===== config.mk =====
export PLATFORM = sky130hd
export DESIGN_NAME = afl_status_flags
export DESIGN_NICKNAME = d
export VERILOG_FILES = /design/src/hw/afl_pkg.sv /design/src/hw/afl_status_flags.sv
export SDC_FILE = /design/constraint.sdc
export NUM_CORES = 1
export LEC_CHECK = 0
export BUFFER_PORTS_ARGS = -buffer_cell sky130_fd_sc_hd__buf_2
export CAP_MARGIN = 25
export CORE_ASPECT_RATIO = 1.2
export CORE_MARGIN = 3
export CORE_UTILIZATION = 30
export CTS_CLUSTER_SIZE = 20
export DETAILED_ROUTE_END_ITERATION = 10
export PLACE_DENSITY = 0.61
export SLEW_MARGIN = 20
export SYNTH_ARGS = -nofsm -noshare
export SYNTH_HDL_FRONTEND = slang
export SYNTH_SLANG_ARGS = --single-unit
export TNS_END_PERCENT = 1

===== constraint.sdc =====
create_clock -name clk_in -period 2.8 [get_ports clk_in]
set_clock_uncertainty 0.1 [all_clocks]
set_input_delay 0.14 -clock clk_in [delete_from_list [all_inputs] [get_ports clk_in]]
set_output_delay 0.14 -clock clk_in [all_outputs]
set_load 0.03 [all_outputs]

===== src/hw/afl_pkg.sv =====
/*
  Shared constants and types for the ALU status flag block.
  Assumes a single 50 MHz core clock and an APB register port.
*/
package afl_pkg;

  // Flag bit positions inside the flag register
  localparam int FLG_N = 4;
  localparam int FLG_OV = 3;
  localparam int FLG_Z = 2;
  localparam int FLG_DC = 1;
  localparam int FLG_C = 0;
  localparam int FLG_W = 5;

  // APB byte addresses
  localparam logic [7:0] ADDR_FLAGS = 8'h00;
  localparam logic [7:0] ADDR_RESULT = 8'h04;

  // Reset values
  localparam logic [4:0] RST_FLAGS = 5'h00;
  localparam logic [7:0] RST_RESULT = 8'h00;

  // Operation codes from the execution pipeline
  typedef enum logic [3:0] {
    OP_ADD = 4'h0,   // a + b
    OP_SUB = 4'h1,   // a - b, by a + ~b + 1
    OP_AND = 4'h2,
    OP_IOR = 4'h3,
    OP_XOR = 4'h4,
    OP_CLR = 4'h5,   // clear_file_instr
    OP_BCLR = 4'h6,  // bit_clear_instr, bit index in b[2:0]
    OP_BSET = 4'h7,  // bit_set_instr, bit index in b[2:0]
    OP_SWAP = 4'h8,  // nibble_swap_instr
    OP_MOVE = 4'h9,  // file_to_file / accumulator_to_file moves
    OP_ROTL = 4'ha,  // rotate_left_instr through carry
    OP_ROTR = 4'hb   // rotate_right_instr through carry
  } afl_op_t;

  // One ALU request
  typedef struct packed {
    afl_op_t op;
    logic [7:0] a;          // File operand or literal
    logic [7:0] b;          // Accumulator or bit index
    logic dest_flags;       // Destination is the flag register
  } afl_req_t;

  // ALU outcome
  typedef struct packed {
    logic [7:0] res;
    logic [4:0] flg;
    logic [4:0] upd;        // Flags this operation drives
  } afl_alu_t;

  // Whole block state
  typedef struct packed {
    logic [4:0] flags;
    logic [7:0] result;
    logic rvalid;
  } afl_state_t;

endpackage


===== src/hw/afl_status_flags.sv =====
/*
  ALU status flag logic: arithmetic, logic and rotate evaluation,
  the five-bit flag register, and an APB slave for software access.
  Assumes requests are synchronous to clk_in and one per cycle at most.
*/
`timescale 1ns/100ps
module afl_status_flags (
  // Clock and reset
  input wire logic clk_in,
  input wire logic resetn_in,
  // Execution pipeline request
  input wire logic op_valid_in,
  input wire afl_pkg::afl_req_t op_in,
  // Execution pipeline answer
  output logic [7:0] result_out,
  output logic result_valid_out,
  output logic [7:0] flags_out,
  // APB slave
  input wire logic psel_in,
  input wire logic penable_in,
  input wire logic pwrite_in,
  input wire logic [7:0] paddr_in,
  input wire logic [31:0] pwdata_in,
  input wire logic [3:0] pstrb_in,
  output logic [31:0] prdata_out,
  output logic pready_out,
  output logic pslverr_out
);

  afl_pkg::afl_state_t st_q;
  afl_pkg::afl_state_t st_d;
  afl_pkg::afl_alu_t alu;
  logic apb_acc;
  logic apb_hit;
  logic flags_wr;

  // Evaluate one operation against the current carry
  function automatic afl_pkg::afl_alu_t alu_eval(
    input afl_pkg::afl_req_t rq,
    input logic [4:0] fl
  );
    afl_pkg::afl_alu_t o;
    logic [8:0] sum;
    logic [4:0] nib;
    logic [7:0] bop;
    logic cin;
    o = '0;
    sum = '0;
    nib = '0;
    bop = rq.b;
    cin = 1'b0;
    case (rq.op)
      afl_pkg::OP_ADD, afl_pkg::OP_SUB: begin
        if (rq.op == afl_pkg::OP_SUB) begin
          bop = ~rq.b;  // Two's complement subtract
          cin = 1'b1;
        end
        sum = {1'b0, rq.a} + {1'b0, bop} + {8'h00, cin};
        nib = {1'b0, rq.a[3:0]} + {1'b0, bop[3:0]} + {4'h0, cin};
        o.res = sum[7:0];
        o.flg[afl_pkg::FLG_C] = sum[8];
        o.flg[afl_pkg::FLG_DC] = nib[4];
        o.flg[afl_pkg::FLG_OV] = (rq.a[7] == bop[7]) &&
          (sum[7] != rq.a[7]);
        o.upd = 5'h1f;
      end
      afl_pkg::OP_AND: begin
        o.res = rq.a & rq.b;
        o.upd = 5'h14;
      end
      afl_pkg::OP_IOR: begin
        o.res = rq.a | rq.b;
        o.upd = 5'h14;
      end
      afl_pkg::OP_XOR: begin
        o.res = rq.a ^ rq.b;
        o.upd = 5'h14;
      end
      afl_pkg::OP_CLR: begin
        o.res = 8'h00;
        o.upd = 5'h04;  // Only zero is driven
      end
      afl_pkg::OP_BCLR: begin
        o.res = rq.a & ~(8'h01 << rq.b[2:0]);
      end
      afl_pkg::OP_BSET: begin
        o.res = rq.a | (8'h01 << rq.b[2:0]);
      end
      afl_pkg::OP_SWAP: begin
        o.res = {rq.a[3:0], rq.a[7:4]};
      end
      afl_pkg::OP_MOVE: begin
        o.res = rq.a;
      end
      afl_pkg::OP_ROTL: begin
        o.res = {rq.a[6:0], fl[afl_pkg::FLG_C]};
        o.flg[afl_pkg::FLG_C] = rq.a[7];
        o.flg[afl_pkg::FLG_DC] = rq.a[3];
        o.upd = 5'h17;
      end
      afl_pkg::OP_ROTR: begin
        o.res = {fl[afl_pkg::FLG_C], rq.a[7:1]};
        o.flg[afl_pkg::FLG_C] = rq.a[0];
        o.flg[afl_pkg::FLG_DC] = rq.a[4];
        o.upd = 5'h17;
      end
      default: begin
        o.res = rq.a;
      end
    endcase
    o.flg[afl_pkg::FLG_N] = o.res[7];
    o.flg[afl_pkg::FLG_Z] = (o.res == 8'h00);
    return o;
  endfunction

  // APB decode, zero wait states
  assign apb_acc = psel_in && penable_in;
  assign apb_hit = (paddr_in == afl_pkg::ADDR_FLAGS) ||
    (paddr_in == afl_pkg::ADDR_RESULT);
  assign flags_wr = apb_acc && pwrite_in && pstrb_in[0] &&
    (paddr_in == afl_pkg::ADDR_FLAGS);
  assign pready_out = 1'b1;
  assign pslverr_out = apb_acc && !apb_hit;

  // Read mux, upper bits read zero
  always_comb begin
    prdata_out = 32'h0000_0000;
    if (psel_in && !pwrite_in) begin
      if (paddr_in == afl_pkg::ADDR_FLAGS) begin
        prdata_out = {27'h0, st_q.flags};
      end else if (paddr_in == afl_pkg::ADDR_RESULT) begin
        prdata_out = {24'h0, st_q.result};
      end
    end
  end

  // ALU evaluation on current flags
  assign alu = alu_eval(op_in, st_q.flags);

  // Next state
  always_comb begin
    st_d = st_q;
    st_d.rvalid = 1'b0;
    if (flags_wr) begin
      st_d.flags = pwdata_in[4:0];  // Bits 31-5 dropped
    end
    if (op_valid_in) begin
      st_d.result = alu.res;
      st_d.rvalid = 1'b1;
      if (op_in.dest_flags && alu.upd == 5'h00) begin
        st_d.flags = alu.res[4:0];  // Plain register write
      end else begin
        // Blocked write, driven flags only
        st_d.flags = (st_d.flags & ~alu.upd) | (alu.flg & alu.upd);
      end
    end
  end

  // State register
  always_ff @(posedge clk_in) begin
    if (!resetn_in) begin
      st_q <= '{flags: afl_pkg::RST_FLAGS,
                result: afl_pkg::RST_RESULT, rvalid: 1'b0};
    end else begin
      st_q <= st_d;
    end
  end

  // Outputs
  assign result_out = st_q.result;
  assign result_valid_out = st_q.rvalid;
  assign flags_out = {3'b000, st_q.flags};
endmodule


==> results.py, run 1 <==
metrics = {
    "timing": {
        "timing.fmax_ghz": 0.3587,
        "fin_crit_ns": 2.788,
        "period_share": 0.9957,
        "setup_violations": 0,
        "grt_setup_unrepaired": "yes",
        "slew_headroom": 0.5666,
        "tightest_slew_ns": 0.6337,
        "setup_slack_ns": 0.01207,
        "hold_ws_ns": 0.09237,
        "hold_violations": 0,
        "slew_viol_final": 0,
    },
    "critical_path": {
        "cp.arrival_ns": 2.86,
        "cp_max_fo": 7,
        "required_ns": 2.87,
        "path_class": "in -> reg",
        "cp-end-kind": "flip-flop",
        "reg2reg_slack_ns": 0.65,
        "crit_path_frequent_cell": "o21ai_1",
        "cp_slowest_cell": "or4b_4",
        "path_delay_family": "simple AND/OR/NAND/NOR gates",
        "crit_path_cell_trace": "buf_2, or4b_4, xnor2_2, ha_4, nand3b_1, o2111ai_1, o211ai_1, xor2_1, o21ai_1, or4_1, o21ai_1",
        "cp-start-kind": "input pin",
        "crit_buf_inv": 1,
        "max_stage_delay_ns": 0.65,
    },
    "clocking": {
        "cts_tree": "built",
        "path_clk_slew_ns": 0.06,
        "clockBufferDepth": 2,
        "postCtsHoldBufs": 0,
        "cts-root-buf": "clkbuf_8",
        "cts-buffers-inserted": 3,
        "clock_latency_ns": 0.24,
        "htreeDepth": 1,
        "cts_num_sinks": 14,
    },
    "place": {
        "dp_hpwl_mm": 6.120,
        "dp_slack_ns": -0.2621,
        "dpl-instance-area_sq_um": 2889,
        "gp_congestion": 0.9050,
        "portBuffers": 63,
    },
    "synthesis": {
        "synth_edf_count": 0,
        "yosys.cell_types.count": 68,
        "synth_ff_type": "dfxtp_1",
        "synth_area_sq_um": 2459,
        "synth_top_area_frac": 0.1140,
        "synth_area_per_cell_sq_um": 7.296,
        "synthesis.instances": 337,
        "synth_top_area_cell": "dfxtp_1",
        "synth-seq-cells": 14,
        "synthTopCellsByArea": "dfxtp_1, buf_4, mux2i_1, nand2_1, nor2_1",
        "ys_async_sr_fraction": 0,
        "yosysWarnings": 0,
        "ys_seq_area_frac": 0.1140,
    },
    "detailed_routing": {
        "drt-met1-wl_mm": 3.355,
        "top_layer_used": "met4",
        "final_antenna_net_count": 0,
        "wirelength_mm": 8.090,
        "drtIter0Drc": 257,
        "dr.pass1.iters": 4,
        "wl_met2_mm": 3.916,
        "wl_met3_microns": 606,
        "wl_per_cell_microns": 16.24,
        "drc": 0,
        "vias": 2784,
        "drt-vias-per-instance": 5.590,
    },
    "layout": {
        "nets": 487,
        "finish.instance_area_sq_um": 3023,
        "n_fill_cell": 832,
        "antenna_cells": 0,
        "area.growth.synth_to_final_pct": 22.95,
        "drive_gt1_frac": 0.3054,
    },
    "die": {
        "rows": 35,
        "die_w_microns": 88.64,
        "ios": 122,
        "fp.dieArea_sq_um": 9322,
        "dieHeight_microns": 105.2,
        "core-area_sq_um": 7839,
        "start_util": 0.3136,
    },
    "run_status": {
        "status": "finished, final reports clean",
    },
    "power_and_ir_drop": {
        "internal-power_w": 0.0005530,
        "clock_power_share": 0.198,
        "irDropWorstVdd_mv": 0.1189,
        "switching_share": 0.4253,
        "combPwrFrac": 0.565,
        "switching_power_w": 0.0004092,
        "share_seq_of_total_power": 0.237,
        "leakagePower_nw": 1.384,
        "pwr_density_cell_nw_per_um2": 318.3,
    },
    "global_route": {
        "grt_pass1_wl_mm": 12.80,
        "grt_max_degree": 38,
        "grt_pass1_vias": 2662,
        "overflow": 0,
        "antenna_found_initial": 0,
        "grt_usage": 0.1680,
    },
    "hold_path": {
        "hp-class": "in -> reg",
    },
    "flow_run": {
        "cap_violations": 0,
    },
}
## state kept, by name, summed over array words and instances (netlist names)
| signal | cells |
|---|---|
| flags_out | 5 |
| result_out | 8 |
| result_valid_out | 1 |
## kinds of logic after synthesis
| logic type | after synthesis | share of synthesized area |
|---|---|---|
| AOI/OAI and AO/OA | 97 | 0.2799 |
| adders and majority gates | 9 | 0.04886 |
| xor gates and xnor gates | 18 | 0.06413 |
| muxes | 18 | 0.07582 |
| buffers and inverters | 61 | 0.1466 |
| and+or+nand+nor | 118 | 0.2677 |
| DFF | 14 | 0.1140 |
| other | 2 | 0.003055 |
## layout make-up
cell class	instances	area [sq um]	share of cell area
repair buffers	91	525.5	0.1738
multi-input cells	288	2013	0.6660
inverters	9	33.78	0.01118
well taps	92	115.1	0.03808
flip-flops and latches	14	280.3	0.09272
clock buffers	4	55.05	0.01821
## power groups by stage
stage               clock network (W)  logic (W)  registers [W]
floorplan                           0   0.000343       0.000260
global placement                    0   0.000503       0.000232
detailed placement                  0   0.000510       0.000233
CTS                          0.000193   0.000511       0.000228
global route                 0.000201   0.000590       0.000231
finish                       0.000191   0.000543       0.000228
## per-stage QoR
step             TNS, ns    util  total power (W)  cells
2_1_floorplan    -0.1457       -        0.0006037    363
3_3_place_gp     -0.4389  0.3686        0.0007358    493
3_5_place_dp     -0.7460  0.3686        0.0007424    493
4_1_cts        -0.005556  0.3756        0.0009325    497
5_1_grt          -0.1944  0.3856         0.001023    498
6_report               0  0.3856        0.0009623    498
## placed cells by master, fill, tap and decap left out, types with 9 or more instances in the layout
cell type,instances
buf_4,28
nand2_1,27
o21ai_0,13
conb_1,28
a21oi_1,15
nor2_1,27
dfxtp_1,14
xor2_1,9
mux2i_1,13
buf_2,63
## layer usage
metal  vias up  track usage
met5         -            0
met4         0      0.06911
met3        23      0.01498
met2       149       0.2845
met1      1286       0.2126
li1       1326            -
## timing repair
action	4_1_cts	5_1_grt
setup buffers	0	1
cloned	0	0
pin swaps	2	10
setup endpoints to repair	1	4
gates resized for setup	0	13
## cells in the mapped netlist (3+ instances only)
| cell type | n |
|---|---|
| xor2_1 | 9 |
| ha_1 | 8 |
| nand2_1 | 27 |
| or3_1 | 3 |
| xnor2_1 | 9 |
| o21ai_0 | 14 |
| a22oi_1 | 6 |
| nor4b_1 | 3 |
| a211oi_1 | 10 |
| mux2i_1 | 13 |
| nand3b_1 | 5 |
| mux2_2 | 5 |
| o211ai_1 | 3 |
| nor2b_1 | 8 |
| nand2b_1 | 8 |
| o311ai_0 | 3 |
| buf_2 | 9 |
| o31ai_1 | 3 |
| buf_4 | 28 |
| a21oi_1 | 18 |
| clkbuf_1 | 12 |
| a31oi_1 | 6 |
| nand4_1 | 5 |
| and3_1 | 6 |
| inv_1 | 8 |
| nor2_1 | 27 |
| o32ai_1 | 3 |
| o21a_1 | 5 |
| nor3_1 | 5 |
| dfxtp_1 | 14 |
| a21o_1 | 3 |
| nand3_1 | 6 |
## final timing paths
check | cells after the start | start | to
setup reg to reg | 7 | flags_out[0] | flags_out[2]
setup / recovery | 11 | op_in[18] | flags_out[2]
hold reg to reg | 2 | result_out[5] | result_out[5]
hold / removal | 2 | resetn_in | flags_out[4]
No activity file was read; power rests on OpenSTA's default activity.
==> run 2, diff against run 1 <==
==> constraint.sdc (replaced) <==
create_clock -name clk_in -period 2.8 [get_ports clk_in]
set_clock_uncertainty 0.1 [all_clocks]
set_input_delay 0.42 -clock clk_in [delete_from_list [all_inputs] [get_ports clk_in]]
set_output_delay 0.42 -clock clk_in [all_outputs]
set_load 0.03 [all_outputs]
==> run 2 against run 1 <==
The run now ends with negative setup slack left. Maximum frequency decreased by 7.5%. Sequential power about the same. Non-clock buffer count increased by 2. Core utilization increased by 0.51 points. Setup slack got worse by 0.22 ns. Total power increased by 0.45%. Cell count increased by 0.40%. Sequential share of layout area decreased by 0.12 points. Critical path depth increased by 1. Global-route usage decreased by 0.95 points. Cell area increased by 1.3%. Register-to-register slack improved by 0.07 ns. Largest power group unchanged.
==> results.py, run 2 (same netlist as run 1, synthesis figures left out) <==
metrics = {
    "global_route": {
        "grt_usage": 0.1586,
        "grt_pass1_vias": 2554,
        "globalRouteMet1Util": 0.2018,
        "grt.busiest_layer": "met2",
        "grt_util_met3": 0.007886,
        "grt_max_degree": 38,
        "grt_pass1_wl_mm": 12.20,
        "antenna_found_initial": 0,
        "overflow": 0,
        "groute.layer.met2.usage": 0.2797,
    },
    "layout": {
        "final_common_cell": "buf_2",
        "largest_register_ffs": 8,
        "final_core_util": 0.3907,
        "finalNonFillerCells": 500,
        "antenna_cells": 0,
        "area.growth.synth_to_final_pct": 24.58,
        "drive_gt1_frac": 0.3137,
        "nets": 489,
        "layout_common_cells": "buf_2, buf_4, conb_1, nand2_1, nor2_1",
    },
    "detailed_routing": {
        "drc": 0,
        "wl_per_cell_microns": 15.53,
        "drtIter0Drc": 143,
        "final_antenna_net_count": 0,
        "drt-vias-per-instance": 5.488,
        "vias": 2744,
        "dr.pass1.iters": 5,
        "wirelength_mm": 7.766,
    },
    "clocking": {
        "cts_num_sinks": 14,
        "cts-buffers-inserted": 3,
        "clockBufferDepth": 2,
        "path_clk_slew_ns": 0.06,
        "postCtsHoldBufs": 0,
        "cts_tree": "built",
        "clock_latency_ns": 0.24,
        "cts-root-buf": "clkbuf_8",
        "htreeDepth": 1,
    },
    "place": {
        "dp.cells": 495,
        "gp_congestion": 0.9219,
        "dp_hpwl_mm": 6.070,
        "dp_slack_ns": -0.5521,
        "portBuffers": 63,
    },
    "hold_path": {
        "hold_path_end": "result_out[7]",
        "hold_depth": 2,
        "worstHoldStart": "resetn_in",
        "hp-class": "in -> reg",
    },
    "die": {
        "ios": 122,
        "start_util": 0.3136,
        "fp.dieArea_sq_um": 9322,
        "die_w_microns": 88.64,
        "core-area_sq_um": 7839,
        "rows": 35,
        "dieHeight_microns": 105.2,
    },
    "critical_path": {
        "reg2reg_slack_ns": 0.72,
        "r2r_start": "flags_out[0]",
        "cp.arrival_ns": 3.09,
        "cp_max_fo": 7,
        "reg2regPathDepth": 7,
        "reg2reg_to": "flags_out[2]",
        "cp-end-kind": "flip-flop",
        "path_class": "in -> reg",
        "required_ns": 2.88,
        "cp-start-kind": "input pin",
    },
    "flow_run": {
        "cap_violations": 0,
    },
    "timing": {
        "fin_crit_ns": 3.013,
        "period_share": 1.076,
        "slew_viol_final": 0,
        "tightest_slew_ns": 0.5064,
        "grt_setup_unrepaired": "yes",
        "slew_headroom": 0.6537,
        "hold_violations": 0,
        "setup_slack_ns": -0.2127,
        "setup_violations": 5,
        "timing.fmax_ghz": 0.3319,
        "hold_ws_ns": 0.3706,
    },
    "power_and_ir_drop": {
        "leakagePower_nw": 1.404,
        "irDropWorstVdd_mv": 0.1401,
        "power_w": 0.0009666,
        "pwr_density_cell_nw_per_um2": 315.6,
    },
    "run_status": {
        "violations": "negative setup slack",
        "status": "finished with violations",
    },
}
run 2: cell types whose count changed in the layout (fill, tap and decap cells not counted), sizes merged:
| cell | change |
|---|---|
| buf | +2 |
run 2: per-layer routing:
metal	part of all wire	vias up
met2	0.48	130
met3	0.060	15
met1	0.43	1266
met5	0	-
li1	-	1333
met4	0.023	0
run 2: worst max-delay path by stage:
stage                          from            to  slack (ns)  cells past startpoint
after global routing      op_in[19]  flags_out[2]       -0.32                     10
after CTS                 op_in[19]  flags_out[2]       -0.21                     11
after floorplan           op_in[19]  flags_out[2]       -0.40                     12
after detailed placement  op_in[18]  flags_out[2]       -0.55                     11
final                     op_in[19]  flags_out[2]       -0.21                     12
after global placement    op_in[18]  flags_out[2]       -0.53                     11
run 2: metrics by stage:
stage               cell area [sq um]  setup TNS, ns
floorplan                        2586         -1.208
global placement                 2904         -2.829
detailed placement               2904         -3.371
CTS                              3037        -0.5142
global route                     3063         -1.337
finish                           3063        -0.4867
run 2: cell type report:
| class | count | area, sq um |
|---|---|---|
| Fill cell | 817 | 4776 |
| Multi-Input combinational cell | 288 | 2032 |
| Timing Repair Buffer | 93 | 546.8 |
| Sequential cell | 14 | 280.3 |
| Tap cell | 92 | 115.1 |
| Clock buffer | 4 | 55.05 |
| Inverter | 9 | 33.78 |
run 2: timing repair:
| item | CTS | global route |
|---|---|---|
| gates resized for setup | 12 | 6 |
| endpoints found under the setup margin | 5 | 9 |
| gates cloned | 0 | 0 |
| endpoints found under the hold margin | 0 | 0 |
| pin swaps | 11 | 1 |
| buffers inserted | 1 | 0 |
run 2: report_power, final:
part,internal (W),switching [W],total [W]
registers,0.000215,0.0000130,0.000228
logic,0.000219,0.000327,0.000546
clock network,0.000124,0.0000679,0.000192
total,0.000559,0.000408,0.000967
run 2: worst max-delay path, stage by stage:
cell      delay [ns]
buf_6           0.09
or4b_4          0.64
xnor2_4         0.20
fa_2            0.40
nand3_2         0.10
nand2_1         0.08
xor2_1          0.16
a211oi_2        0.23
buf_4           0.15
nand4_1         0.08
or4_1           0.41
o21ai_1         0.12
